**src/verilog/mil_pkg.sv**
```systemverilog
/*
  Package for the interrupt gathering block: register offsets, bit positions,
  reset values, vector address and latency figures.
  Assumes a 32-bit AXI4-Lite register bus and an 8-bit core.
*/
package mil_pkg;
  // Register byte offsets
  localparam logic [7:0] OFS_CONTROL   = 8'h00;
  localparam logic [7:0] OFS_PFLAG_A   = 8'h04;
  localparam logic [7:0] OFS_PFLAG_B   = 8'h08;
  localparam logic [7:0] OFS_PEN_A     = 8'h0c;
  localparam logic [7:0] OFS_PEN_B     = 8'h10;
  localparam logic [7:0] OFS_OPTION    = 8'h14;
  localparam logic [7:0] OFS_EVT_STAT  = 8'h18;
  localparam logic [7:0] OFS_EVT_MASK  = 8'h1c;
  localparam logic [7:0] OFS_CORE_STAT = 8'h20;
  // Control and option register fields
  localparam int BIT_GIE  = 7;
  localparam int BIT_PERIPH_GROUP_ENABLE = 6;
  localparam int BIT_TIMER_ZERO_IRQ_ENABLE = 5;
  localparam int BIT_EDGE_IRQ_ENABLE = 4;
  localparam int BIT_PORT_CHANGE_IRQ_ENABLE = 3;
  localparam int BIT_TIMER_ZERO_FLAG = 2;
  localparam int BIT_EDGE_IRQ_FLAG = 1;
  localparam int BIT_PORT_CHANGE_FLAG = 0;
  localparam int BIT_EDGE = 6;
  // Reset values
  localparam logic [7:0] RST_CONTROL = 8'h00;
  localparam logic [7:0] RST_PERIPH  = 8'h00;
  localparam logic [7:0] RST_OPTION  = 8'hff;
  // Vector and latency
  localparam logic [12:0] IRQ_VECTOR     = 13'h0004;
  localparam int          LAT_MIN_CYCLES = 3;
  localparam logic [1:0]  AXI_OKAY       = 2'b00;
  localparam logic [1:0]  AXI_SLVERR     = 2'b10;
  // Event status bits
  localparam int EV_TAKEN = 0;
  localparam int EV_WAKE  = 1;
  localparam int EV_RET   = 2;
  localparam int EV_NUM   = 3;
  typedef enum logic [1:0] {ST_RUN, ST_SLEEP, ST_POSTWAKE, ST_PEND} mil_state_t;
endpackage

```
**src/verilog/mil_edge_det.sv**
```systemverilog
/*
  Edge and change detector for the external edge pin and port change nibble.
  Inputs are synchronous to CLK.
*/
`timescale 1ns/1ps
`default_nettype none
module mil_edge_det
  import mil_pkg::*;
#(
  parameter int W = 1
)(
  input  wire logic         clk,
  input  wire logic         rst,
  input  wire logic [W-1:0] din,
  input  wire logic         rising,
  output logic              edge_hit,
  output logic              change_hit
);
  logic [W-1:0] prev_q;
  logic [W-1:0] prev_d;
  logic         seen_q;
  logic         seen_d;

  always_comb
  begin
    prev_d = din;
    seen_d = 1'b1;
  end

  always_ff @(posedge clk)
  begin
    if (rst)
    begin
      prev_q <= '0;
      seen_q <= 1'b0;
    end
    else
    begin
      prev_q <= prev_d;
      seen_q <= seen_d;
    end
  end

  // First sample after reset only primes the history, no false edge
  assign change_hit = seen_q && (din != prev_q);
  assign edge_hit   = seen_q && (rising ? (din[0] && !prev_q[0]) : (!din[0] && prev_q[0]));
endmodule
`default_nettype wire

```
**src/verilog/mil_lat_pipe.sv**
```systemverilog
/*
  Short delay line that stretches a request into the fixed vector latency.
  Assumes a one-cycle request pulse from the caller.
*/
`timescale 1ns/1ps
`default_nettype none
module mil_lat_pipe
  import mil_pkg::*;
#(
  parameter int DEPTH = LAT_MIN_CYCLES
)(
  input  wire logic clk,
  input  wire logic rst,
  input  wire logic flush,
  input  wire logic din,
  output logic      dout
);
  logic [DEPTH-1:0] sr_q;
  logic [DEPTH-1:0] sr_d;

  always_comb
  begin
    if (flush)
      sr_d = '0;
    else
      sr_d = {sr_q[DEPTH-2:0], din};
  end

  always_ff @(posedge clk)
  begin
    if (rst)
      sr_q <= '0;
    else
      sr_q <= sr_d;
  end

  // Any event still in the line blocks a take, not just the oldest one
  assign dout = |sr_q;
endmodule
`default_nettype wire

```
**src/verilog/mil_irq_logic.sv**
```systemverilog
/*
  Interrupt gathering and vectoring logic of an 8-bit core, with AXI4-Lite
  register access, sleep wake-up and an event interrupt output.
  Assumes sources give one-cycle pulses and the core sequencer honours
  the take and wake outputs and signals instruction boundaries.
*/
// Notes on behaviour
// - Nineteen sources, each with flag and enable
// - Flags set regardless of any enable
// - Global enable at bit 7 gates all
// - Enabled pending request vectors at an instruction boundary
// - Reset clears global enable
// - Return instruction pops and sets global enable
// - Accept clears enable, pushes, vectors 0004h
// - Peripheral flags gated by group enable
// - External event to vector three or four cycles
// - Edge pin polarity from option bit 6
// - Edge sets bit 1, enabled by bit 4
// - Enabled edge wakes from sleep
// - Timer rollover sets bit 2, enable bit 5
// - Port nibble change sets bit 0
// - Only return address saved by hardware
// - Wake leaves the waking flag set
// - After wake, next instruction then vector
`timescale 1ns/1ps
`default_nettype none
module mil_irq_logic
  import mil_pkg::*;
#(
  parameter int PC_W = 13
)(
  // Clock and reset
  input  wire logic            CLK,
  input  wire logic            RST,
  // Interrupt sources
  input  wire logic            EDGE_IRQ_PIN,
  input  wire logic [3:0]      SECOND_PORT_PINS,
  input  wire logic            TIMER_ZERO_ROLLOVER,
  input  wire logic [7:0]      PERIPH_EVT_A,
  input  wire logic [7:0]      PERIPH_EVT_B,
  // Core sequencer
  input  wire logic            INSTR_BOUNDARY,
  input  wire logic            SLEEP_INSTR,
  input  wire logic            RETURN_FROM_IRQ_INSTR,
  input  wire logic [PC_W-1:0] RETURN_PC,
  output logic                 IRQ_TAKE,
  output logic                 STACK_PUSH,
  output logic                 STACK_POP,
  output logic [PC_W-1:0]      PUSH_PC,
  output logic [PC_W-1:0]      VECTOR_PC,
  output logic                 CORE_WAKE,
  output logic                 CORE_ASLEEP,
  // AXI4-Lite slave
  input  wire logic [7:0]      S_AXI_AWADDR,
  input  wire logic            S_AXI_AWVALID,
  output logic                 S_AXI_AWREADY,
  input  wire logic [31:0]     S_AXI_WDATA,
  input  wire logic [3:0]      S_AXI_WSTRB,
  input  wire logic            S_AXI_WVALID,
  output logic                 S_AXI_WREADY,
  output logic [1:0]           S_AXI_BRESP,
  output logic                 S_AXI_BVALID,
  input  wire logic            S_AXI_BREADY,
  input  wire logic [7:0]      S_AXI_ARADDR,
  input  wire logic            S_AXI_ARVALID,
  output logic                 S_AXI_ARREADY,
  output logic [31:0]          S_AXI_RDATA,
  output logic [1:0]           S_AXI_RRESP,
  output logic                 S_AXI_RVALID,
  input  wire logic            S_AXI_RREADY,
  // Event interrupt
  output logic                 IRQ_OUT
);
  logic [7:0]        ctl_q, ctl_d;
  logic [7:0]        pfa_q, pfa_d, pfb_q, pfb_d;
  logic [7:0]        pea_q, pea_d, peb_q, peb_d;
  logic [7:0]        opt_q, opt_d;
  logic [EV_NUM-1:0] evs_q, evs_d, evm_q, evm_d;
  mil_state_t        st_q, st_d;
  logic [PC_W-1:0]   push_q, push_d;
  logic              take_q, take_d;
  logic              aw_q, aw_d, w_q, w_d, b_q, b_d, r_q, r_d;
  logic [7:0]        awa_q, awa_d, ara_q, ara_d;
  logic [31:0]       wd_q, wd_d, rd_q, rd_d;
  logic [3:0]        ws_q, ws_d;
  logic [1:0]        bresp_q, bresp_d, rresp_q, rresp_d;
  logic              edge_hit, rb_hit, unused_chg, unused_edge;
  logic              pend, wake_src, do_take, wr_fire, ext_evt, ext_late;

  mil_edge_det #(.W(1)) u_edge (
    .clk        (CLK),
    .rst        (RST),
    .din        (EDGE_IRQ_PIN),
    .rising     (opt_q[BIT_EDGE]),
    .edge_hit   (edge_hit),
    .change_hit (unused_chg)
  );

  mil_edge_det #(.W(4)) u_port (
    .clk        (CLK),
    .rst        (RST),
    .din        (SECOND_PORT_PINS),
    .rising     (1'b1),
    .edge_hit   (unused_edge),
    .change_hit (rb_hit)
  );

  // External events are held back so vectoring lands three to four cycles on
  assign ext_evt = edge_hit | rb_hit;
  // The flag register itself supplies the first cycle of the latency
  mil_lat_pipe #(.DEPTH(LAT_MIN_CYCLES - 1)) u_lat (
    .clk   (CLK),
    .rst   (RST),
    .flush (1'b0),
    .din   (ext_evt),
    .dout  (ext_late)
  );

  // Pending: own flag and enable, peripherals also need group enable
  always_comb
  begin
    wake_src = (ctl_q[BIT_EDGE_IRQ_FLAG] & ctl_q[BIT_EDGE_IRQ_ENABLE])
             | (ctl_q[BIT_TIMER_ZERO_FLAG] & ctl_q[BIT_TIMER_ZERO_IRQ_ENABLE])
             | (ctl_q[BIT_PORT_CHANGE_FLAG] & ctl_q[BIT_PORT_CHANGE_IRQ_ENABLE])
             | (ctl_q[BIT_PERIPH_GROUP_ENABLE] & |((pfa_q & pea_q) | (pfb_q & peb_q)));
    pend = ctl_q[BIT_GIE] & wake_src;
  end

  assign wr_fire = aw_q & w_q & ~b_q;

  // Sequencer: sleep, wake and take
  always_comb
  begin
    st_d    = st_q;
    do_take = 1'b0;
    unique case (st_q)
      ST_RUN:
      begin
        // A pending request before sleep turns sleep into a no-op
        if (SLEEP_INSTR && !wake_src)
          st_d = ST_SLEEP;
        else if (pend && INSTR_BOUNDARY && !ext_late)
          do_take = 1'b1;
      end
      ST_SLEEP:
        if (wake_src)
          st_d = ST_POSTWAKE;
      ST_POSTWAKE:
        if (INSTR_BOUNDARY)
          st_d = ST_PEND;
      ST_PEND:
      begin
        st_d = ST_RUN;
        do_take = pend;
      end
    endcase
  end

  // Control and flag registers
  always_comb
  begin
    ctl_d = ctl_q;
    pfa_d = pfa_q;
    pfb_d = pfb_q;
    pea_d = pea_q;
    peb_d = peb_q;
    opt_d = opt_q;
    evs_d = evs_q;
    evm_d = evm_q;
    // Software writes land first so hardware sets below win the same cycle
    if (wr_fire && ws_q[0])
    begin
      unique case (awa_q)
        OFS_CONTROL:  ctl_d = wd_q[7:0];
        OFS_PFLAG_A:  pfa_d = wd_q[7:0];
        OFS_PFLAG_B:  pfb_d = wd_q[7:0];
        OFS_PEN_A:    pea_d = wd_q[7:0];
        OFS_PEN_B:    peb_d = wd_q[7:0];
        OFS_OPTION:   opt_d = wd_q[7:0];
        OFS_EVT_STAT: evs_d = evs_q & ~wd_q[EV_NUM-1:0];
        OFS_EVT_MASK: evm_d = wd_q[EV_NUM-1:0];
        default:      ;
      endcase
    end
    if (edge_hit)
      ctl_d[BIT_EDGE_IRQ_FLAG] = 1'b1;
    if (TIMER_ZERO_ROLLOVER)
      ctl_d[BIT_TIMER_ZERO_FLAG] = 1'b1;
    if (rb_hit)
      ctl_d[BIT_PORT_CHANGE_FLAG] = 1'b1;
    pfa_d = pfa_d | PERIPH_EVT_A;
    pfb_d = pfb_d | PERIPH_EVT_B;
    if (do_take)
    begin
      ctl_d[BIT_GIE] = 1'b0;
      evs_d[EV_TAKEN] = 1'b1;
    end
    if (RETURN_FROM_IRQ_INSTR)
    begin
      ctl_d[BIT_GIE] = 1'b1;
      evs_d[EV_RET] = 1'b1;
    end
    if (st_q == ST_SLEEP && wake_src)
      evs_d[EV_WAKE] = 1'b1;
  end

  // Only the return address is captured, nothing else of the core
  always_comb
  begin
    push_d = do_take ? RETURN_PC : push_q;
    take_d = do_take;
  end

  always_ff @(posedge CLK)
  begin
    if (RST)
    begin
      ctl_q  <= RST_CONTROL;
      pfa_q  <= RST_PERIPH;
      pfb_q  <= RST_PERIPH;
      pea_q  <= RST_PERIPH;
      peb_q  <= RST_PERIPH;
      opt_q  <= RST_OPTION;
      evs_q  <= '0;
      evm_q  <= '0;
      st_q   <= ST_RUN;
      push_q <= '0;
      take_q <= 1'b0;
    end
    else
    begin
      ctl_q  <= ctl_d;
      pfa_q  <= pfa_d;
      pfb_q  <= pfb_d;
      pea_q  <= pea_d;
      peb_q  <= peb_d;
      opt_q  <= opt_d;
      evs_q  <= evs_d;
      evm_q  <= evm_d;
      st_q   <= st_d;
      push_q <= push_d;
      take_q <= take_d;
    end
  end

  assign IRQ_TAKE    = take_q;
  assign STACK_PUSH  = take_q;
  assign STACK_POP   = RETURN_FROM_IRQ_INSTR;
  assign PUSH_PC     = push_q;
  assign VECTOR_PC   = IRQ_VECTOR;
  assign CORE_WAKE   = (st_q == ST_SLEEP) && wake_src;
  assign CORE_ASLEEP = (st_q == ST_SLEEP);
  assign IRQ_OUT     = |(evs_q & evm_q);

  // AXI4-Lite slave: address and data taken in either order
  always_comb
  begin
    aw_d    = aw_q;
    w_d     = w_q;
    b_d     = b_q;
    awa_d   = awa_q;
    wd_d    = wd_q;
    ws_d    = ws_q;
    bresp_d = bresp_q;
    if (S_AXI_AWVALID && !aw_q)
    begin
      aw_d  = 1'b1;
      awa_d = S_AXI_AWADDR;
    end
    if (S_AXI_WVALID && !w_q)
    begin
      w_d  = 1'b1;
      wd_d = S_AXI_WDATA;
      ws_d = S_AXI_WSTRB;
    end
    if (wr_fire)
    begin
      b_d = 1'b1;
      bresp_d = (awa_q <= OFS_EVT_MASK && awa_q[1:0] == 2'b00) ? AXI_OKAY : AXI_SLVERR;
    end
    if (b_q && S_AXI_BREADY)
    begin
      b_d  = 1'b0;
      aw_d = 1'b0;
      w_d  = 1'b0;
    end
  end

  always_comb
  begin
    r_d     = r_q;
    ara_d   = ara_q;
    rd_d    = rd_q;
    rresp_d = rresp_q;
    if (S_AXI_ARVALID && !r_q)
    begin
      r_d     = 1'b1;
      ara_d   = S_AXI_ARADDR;
      rresp_d = AXI_OKAY;
      unique case (S_AXI_ARADDR)
        OFS_CONTROL:   rd_d = {24'h000000, ctl_q};
        OFS_PFLAG_A:   rd_d = {24'h000000, pfa_q};
        OFS_PFLAG_B:   rd_d = {24'h000000, pfb_q};
        OFS_PEN_A:     rd_d = {24'h000000, pea_q};
        OFS_PEN_B:     rd_d = {24'h000000, peb_q};
        OFS_OPTION:    rd_d = {24'h000000, opt_q};
        OFS_EVT_STAT:  rd_d = {29'h0, evs_q};
        OFS_EVT_MASK:  rd_d = {29'h0, evm_q};
        OFS_CORE_STAT: rd_d = {30'h0, pend, st_q == ST_SLEEP};
        default:
        begin
          rd_d    = 32'h00000000;
          rresp_d = AXI_SLVERR;
        end
      endcase
    end
    else if (r_q && S_AXI_RREADY)
      r_d = 1'b0;
  end

  always_ff @(posedge CLK)
  begin
    if (RST)
    begin
      aw_q    <= 1'b0;
      w_q     <= 1'b0;
      b_q     <= 1'b0;
      r_q     <= 1'b0;
      awa_q   <= '0;
      ara_q   <= '0;
      wd_q    <= '0;
      rd_q    <= '0;
      ws_q    <= '0;
      bresp_q <= AXI_OKAY;
      rresp_q <= AXI_OKAY;
    end
    else
    begin
      aw_q    <= aw_d;
      w_q     <= w_d;
      b_q     <= b_d;
      r_q     <= r_d;
      awa_q   <= awa_d;
      ara_q   <= ara_d;
      wd_q    <= wd_d;
      rd_q    <= rd_d;
      ws_q    <= ws_d;
      bresp_q <= bresp_d;
      rresp_q <= rresp_d;
    end
  end

  assign S_AXI_AWREADY = ~aw_q;
  assign S_AXI_WREADY  = ~w_q;
  assign S_AXI_BVALID  = b_q;
  assign S_AXI_BRESP   = bresp_q;
  assign S_AXI_ARREADY = ~r_q;
  assign S_AXI_RVALID  = r_q;
  assign S_AXI_RDATA   = rd_q;
  assign S_AXI_RRESP   = rresp_q;
endmodule
`default_nettype wire

```
**config.mk**
```make
export PLATFORM = sky130hd
export DESIGN_NAME = mil_irq_logic
export DESIGN_NICKNAME = d
export VERILOG_FILES = /design/src/verilog/mil_pkg.sv /design/src/verilog/mil_edge_det.sv /design/src/verilog/mil_lat_pipe.sv /design/src/verilog/mil_irq_logic.sv
export SDC_FILE = /design/constraint.sdc
export NUM_CORES = 1
export LEC_CHECK = 0
export BUFFER_PORTS_ARGS = -buffer_cell sky130_fd_sc_hd__buf_2
export CAP_MARGIN = 20
export CORE_UTILIZATION = 41
export DETAILED_ROUTE_END_ITERATION = 8
export PLACE_DENSITY = 0.7
export SKIP_LAST_GASP = 1
export SLEW_MARGIN = 10
export SYNTH_ARGS = -nofsm -noshare
export SYNTH_HDL_FRONTEND = slang
export SYNTH_HIERARCHICAL = 1
export SYNTH_SLANG_ARGS = --single-unit
export TNS_END_PERCENT = 10
```
**constraint.sdc**
```tcl
create_clock -name CLK -period 3.1 [get_ports CLK]
set_input_delay 0.31 -clock CLK [delete_from_list [all_inputs] [get_ports CLK]]
set_output_delay 0.31 -clock CLK [all_outputs]
set_load 0.005 [all_outputs]
```
==> flow_summary.json <==
{
  "outcome": "completed",
  "cp.required_ns": 2.79,
  "clkTransAtPathRegs_ns": 0.08,
  "drtPass1Iterations": 5,
  "swShare_pct": 25.6,
  "total_power_mw": 3.13,
  "dp_hpwl_mm": 9.27,
  "cts_resized": 0,
  "placed_cell_area_sq_um": 5680,
  "nets": 774,
  "fin_area_sq_um": 6000,
  "rows": 40,
  "start_util_pct": 42.6,
  "drive_gt1_share_pct": 22.1,
  "nFillCells": 1142,
  "die_area_sq_um": 13100,
  "place.gp.congestion": 0.914,
  "hold_viol": 0,
  "finalSetupViolations": 0,
  "hold_buffers": 0,
  "slew_violations": 0,
  "dieWidth_um": 114,
  "ir_drop_v": 0.000243,
  "avgViaCountPerCell": 5.15,
  "grt_pass1_wl_mm": 20.4,
  "postSynthAreaPerCell_sq_um": 8.94,
  "pin_count": 170,
  "clockBufferDepth": 2,
  "p_switching_mw": 0.801,
  "cts_setup_buffers": 0,
  "insertedDiodeCount": 0,
  "rsz0062_at_grt": "no",
  "io_buffer_count": 103,
  "setup_tns_ns": 0,
  "htree_levels": 3,
  "core_sq_um": 12200,
  "die_h_um": 114,
  "stdcell_count": 842,
  "post-route-period-util_pct": 79.8,
  "startpoint_type": "flop",
  "syn_to_final_growth_pct": 15.7,
  "grt_max_degree": 91,
  "pwr-share-clk_pct": 39.6,
  "hold_path_class": "in -> reg",
  "crit_path_end_kind": "output pin",
  "crit_path_max_fanout": 3,
  "relSlewSlack_pct": 39.0,
  "numCtsBuffers": 9,
  "worst_pin_slew_ns": 0.913,
  "place_inst": 826,
  "p_int_mw": 2.33,
  "synthCells": 580,
  "grt-ovfl-total": 0,
  "antenna_found_initial": 0,
  "p_per_area_nw_per_um2": 522,
  "cap_violations": 0,
  "grt_pass1_vias": 4041,
  "cts_tree": "yes",
  "final_antenna_net_count": 0,
  "clock_latency_ns": 0.35,
  "arrival_ns": 2.16,
  "clock_sinks": 110,
  "drt-wirelength-per-cell_um": 15.0,
  "p_seq_share_pct": 48.8,
  "fin_util_pct": 49.3,
  "pwr-share-comb_pct": 11.5,
  "finalCriticalPeriod_ns": 2.47,
  "fin_hold_ws_ns": 0.136,
  "grt.total_usage_pct": 20.1,
  "cts-root-buf": "clkbuf_16",
  "crit_type": "reg -> out",
  "clock_skew_ns": 0.00612,
  "wirelength_mm": 12.6,
  "clock.fmax_mhz": 404,
  "p_leak_nw": 2.85,
  "drc": 0,
  "setup_ws_ns": 0.627,
  "via_count": 4339,
  "ys_warn_count": 6,
  "dp_slack_ns": 0.702,
  "dr.first_iter.drc_count": 307,
  "syn_area_sq_um": 5190
}
[cells in the final DEF, fill, tap and decap left out, types with 3 or more instances in the layout]
cell and count:
mux2_2 10, nand3_1 23, a211oi_1 6, inv_1 34, xnor2_1 3, nor2b_1 10, buf_2 103, a22o_1 9
nor2_1 54, clkbuf_16 9, a221oi_1 5, a22oi_1 4, o21ai_0 7, buf_4 5, mux4_2 4, conb_1 41
clkinvlp_4 4, ha_1 8, a21oi_1 58, dfxtp_1 110, o21a_1 3, nand2_1 55, nor3_1 4, and3_1 6
mux2i_1 56, nor3b_1 3
[worst max-delay path, cell delays in order (launching register included)]
cell	delay [ns]
dfxtp_1	0.37
a22o_1	0.26
a221oi_1	0.27
nand4_1	0.31
a21bo_2	0.32
and2_1	0.16
buf_2	0.12
[final timing paths]
| kind | startpoint | endpoint | slack [ns] | cells after the start |
|---|---|---|---|---|
| worst max-delay path | pfb_q[1] | CORE_WAKE | 0.63 | 6 |
| worst max register to register | awa_q[1] | pfa_q[1] | 0.70 | 6 |
| worst min-delay path | S_AXI_RREADY | S_AXI_RVALID | 0.14 | 2 |
| worst min register to register | S_AXI_RDATA[2] | S_AXI_RDATA[2] | 0.47 | 1 |
[state kept, by name (all words and copies together), names as in the netlist, 2 cells and up]
register,cells
PUSH_PC,13
evs_q,3
S_AXI_RDATA,8
ctl_q,8
opt_q,8
st_q,2
u_port/prev_q,4
evm_q,3
peb_q,8
u_lat/sr_q,2
pfb_q,8
pfa_q,8
awa_q,8
wd_q,8
pea_q,8
[layout make-up]
cell class                 instances  area [sq um]  area share [%]
timing repair buffer             108           553            9.22
sequential                       110          2200            36.7
inverter                          34           128            2.13
clock buffer                       9           225            3.75
multi-input combinational        406          2580            43.1
clock inverter                     7          98.8            1.65
tap                              168           210            3.50
[metal layers]
layer,vias to the layer above,GRT usage [%],part of all wire (%)
li1,2094,-,-
met1,2044,26.8,46
met2,186,32.6,46
met3,15,3.55,6.3
met4,0,7.36,1.9
met5,-,0,0
[power groups by stage]
stage	registers, mW	clock network [mW]	logic, mW
finish	1.53	1.24	0.361
global route	1.54	1.33	0.410
CTS	1.53	1.27	0.360
detailed placement	1.56	0	0.359
global placement	1.56	0	0.339
floorplan	1.54	0	0.283
Power figures use the tool's default switching activity.
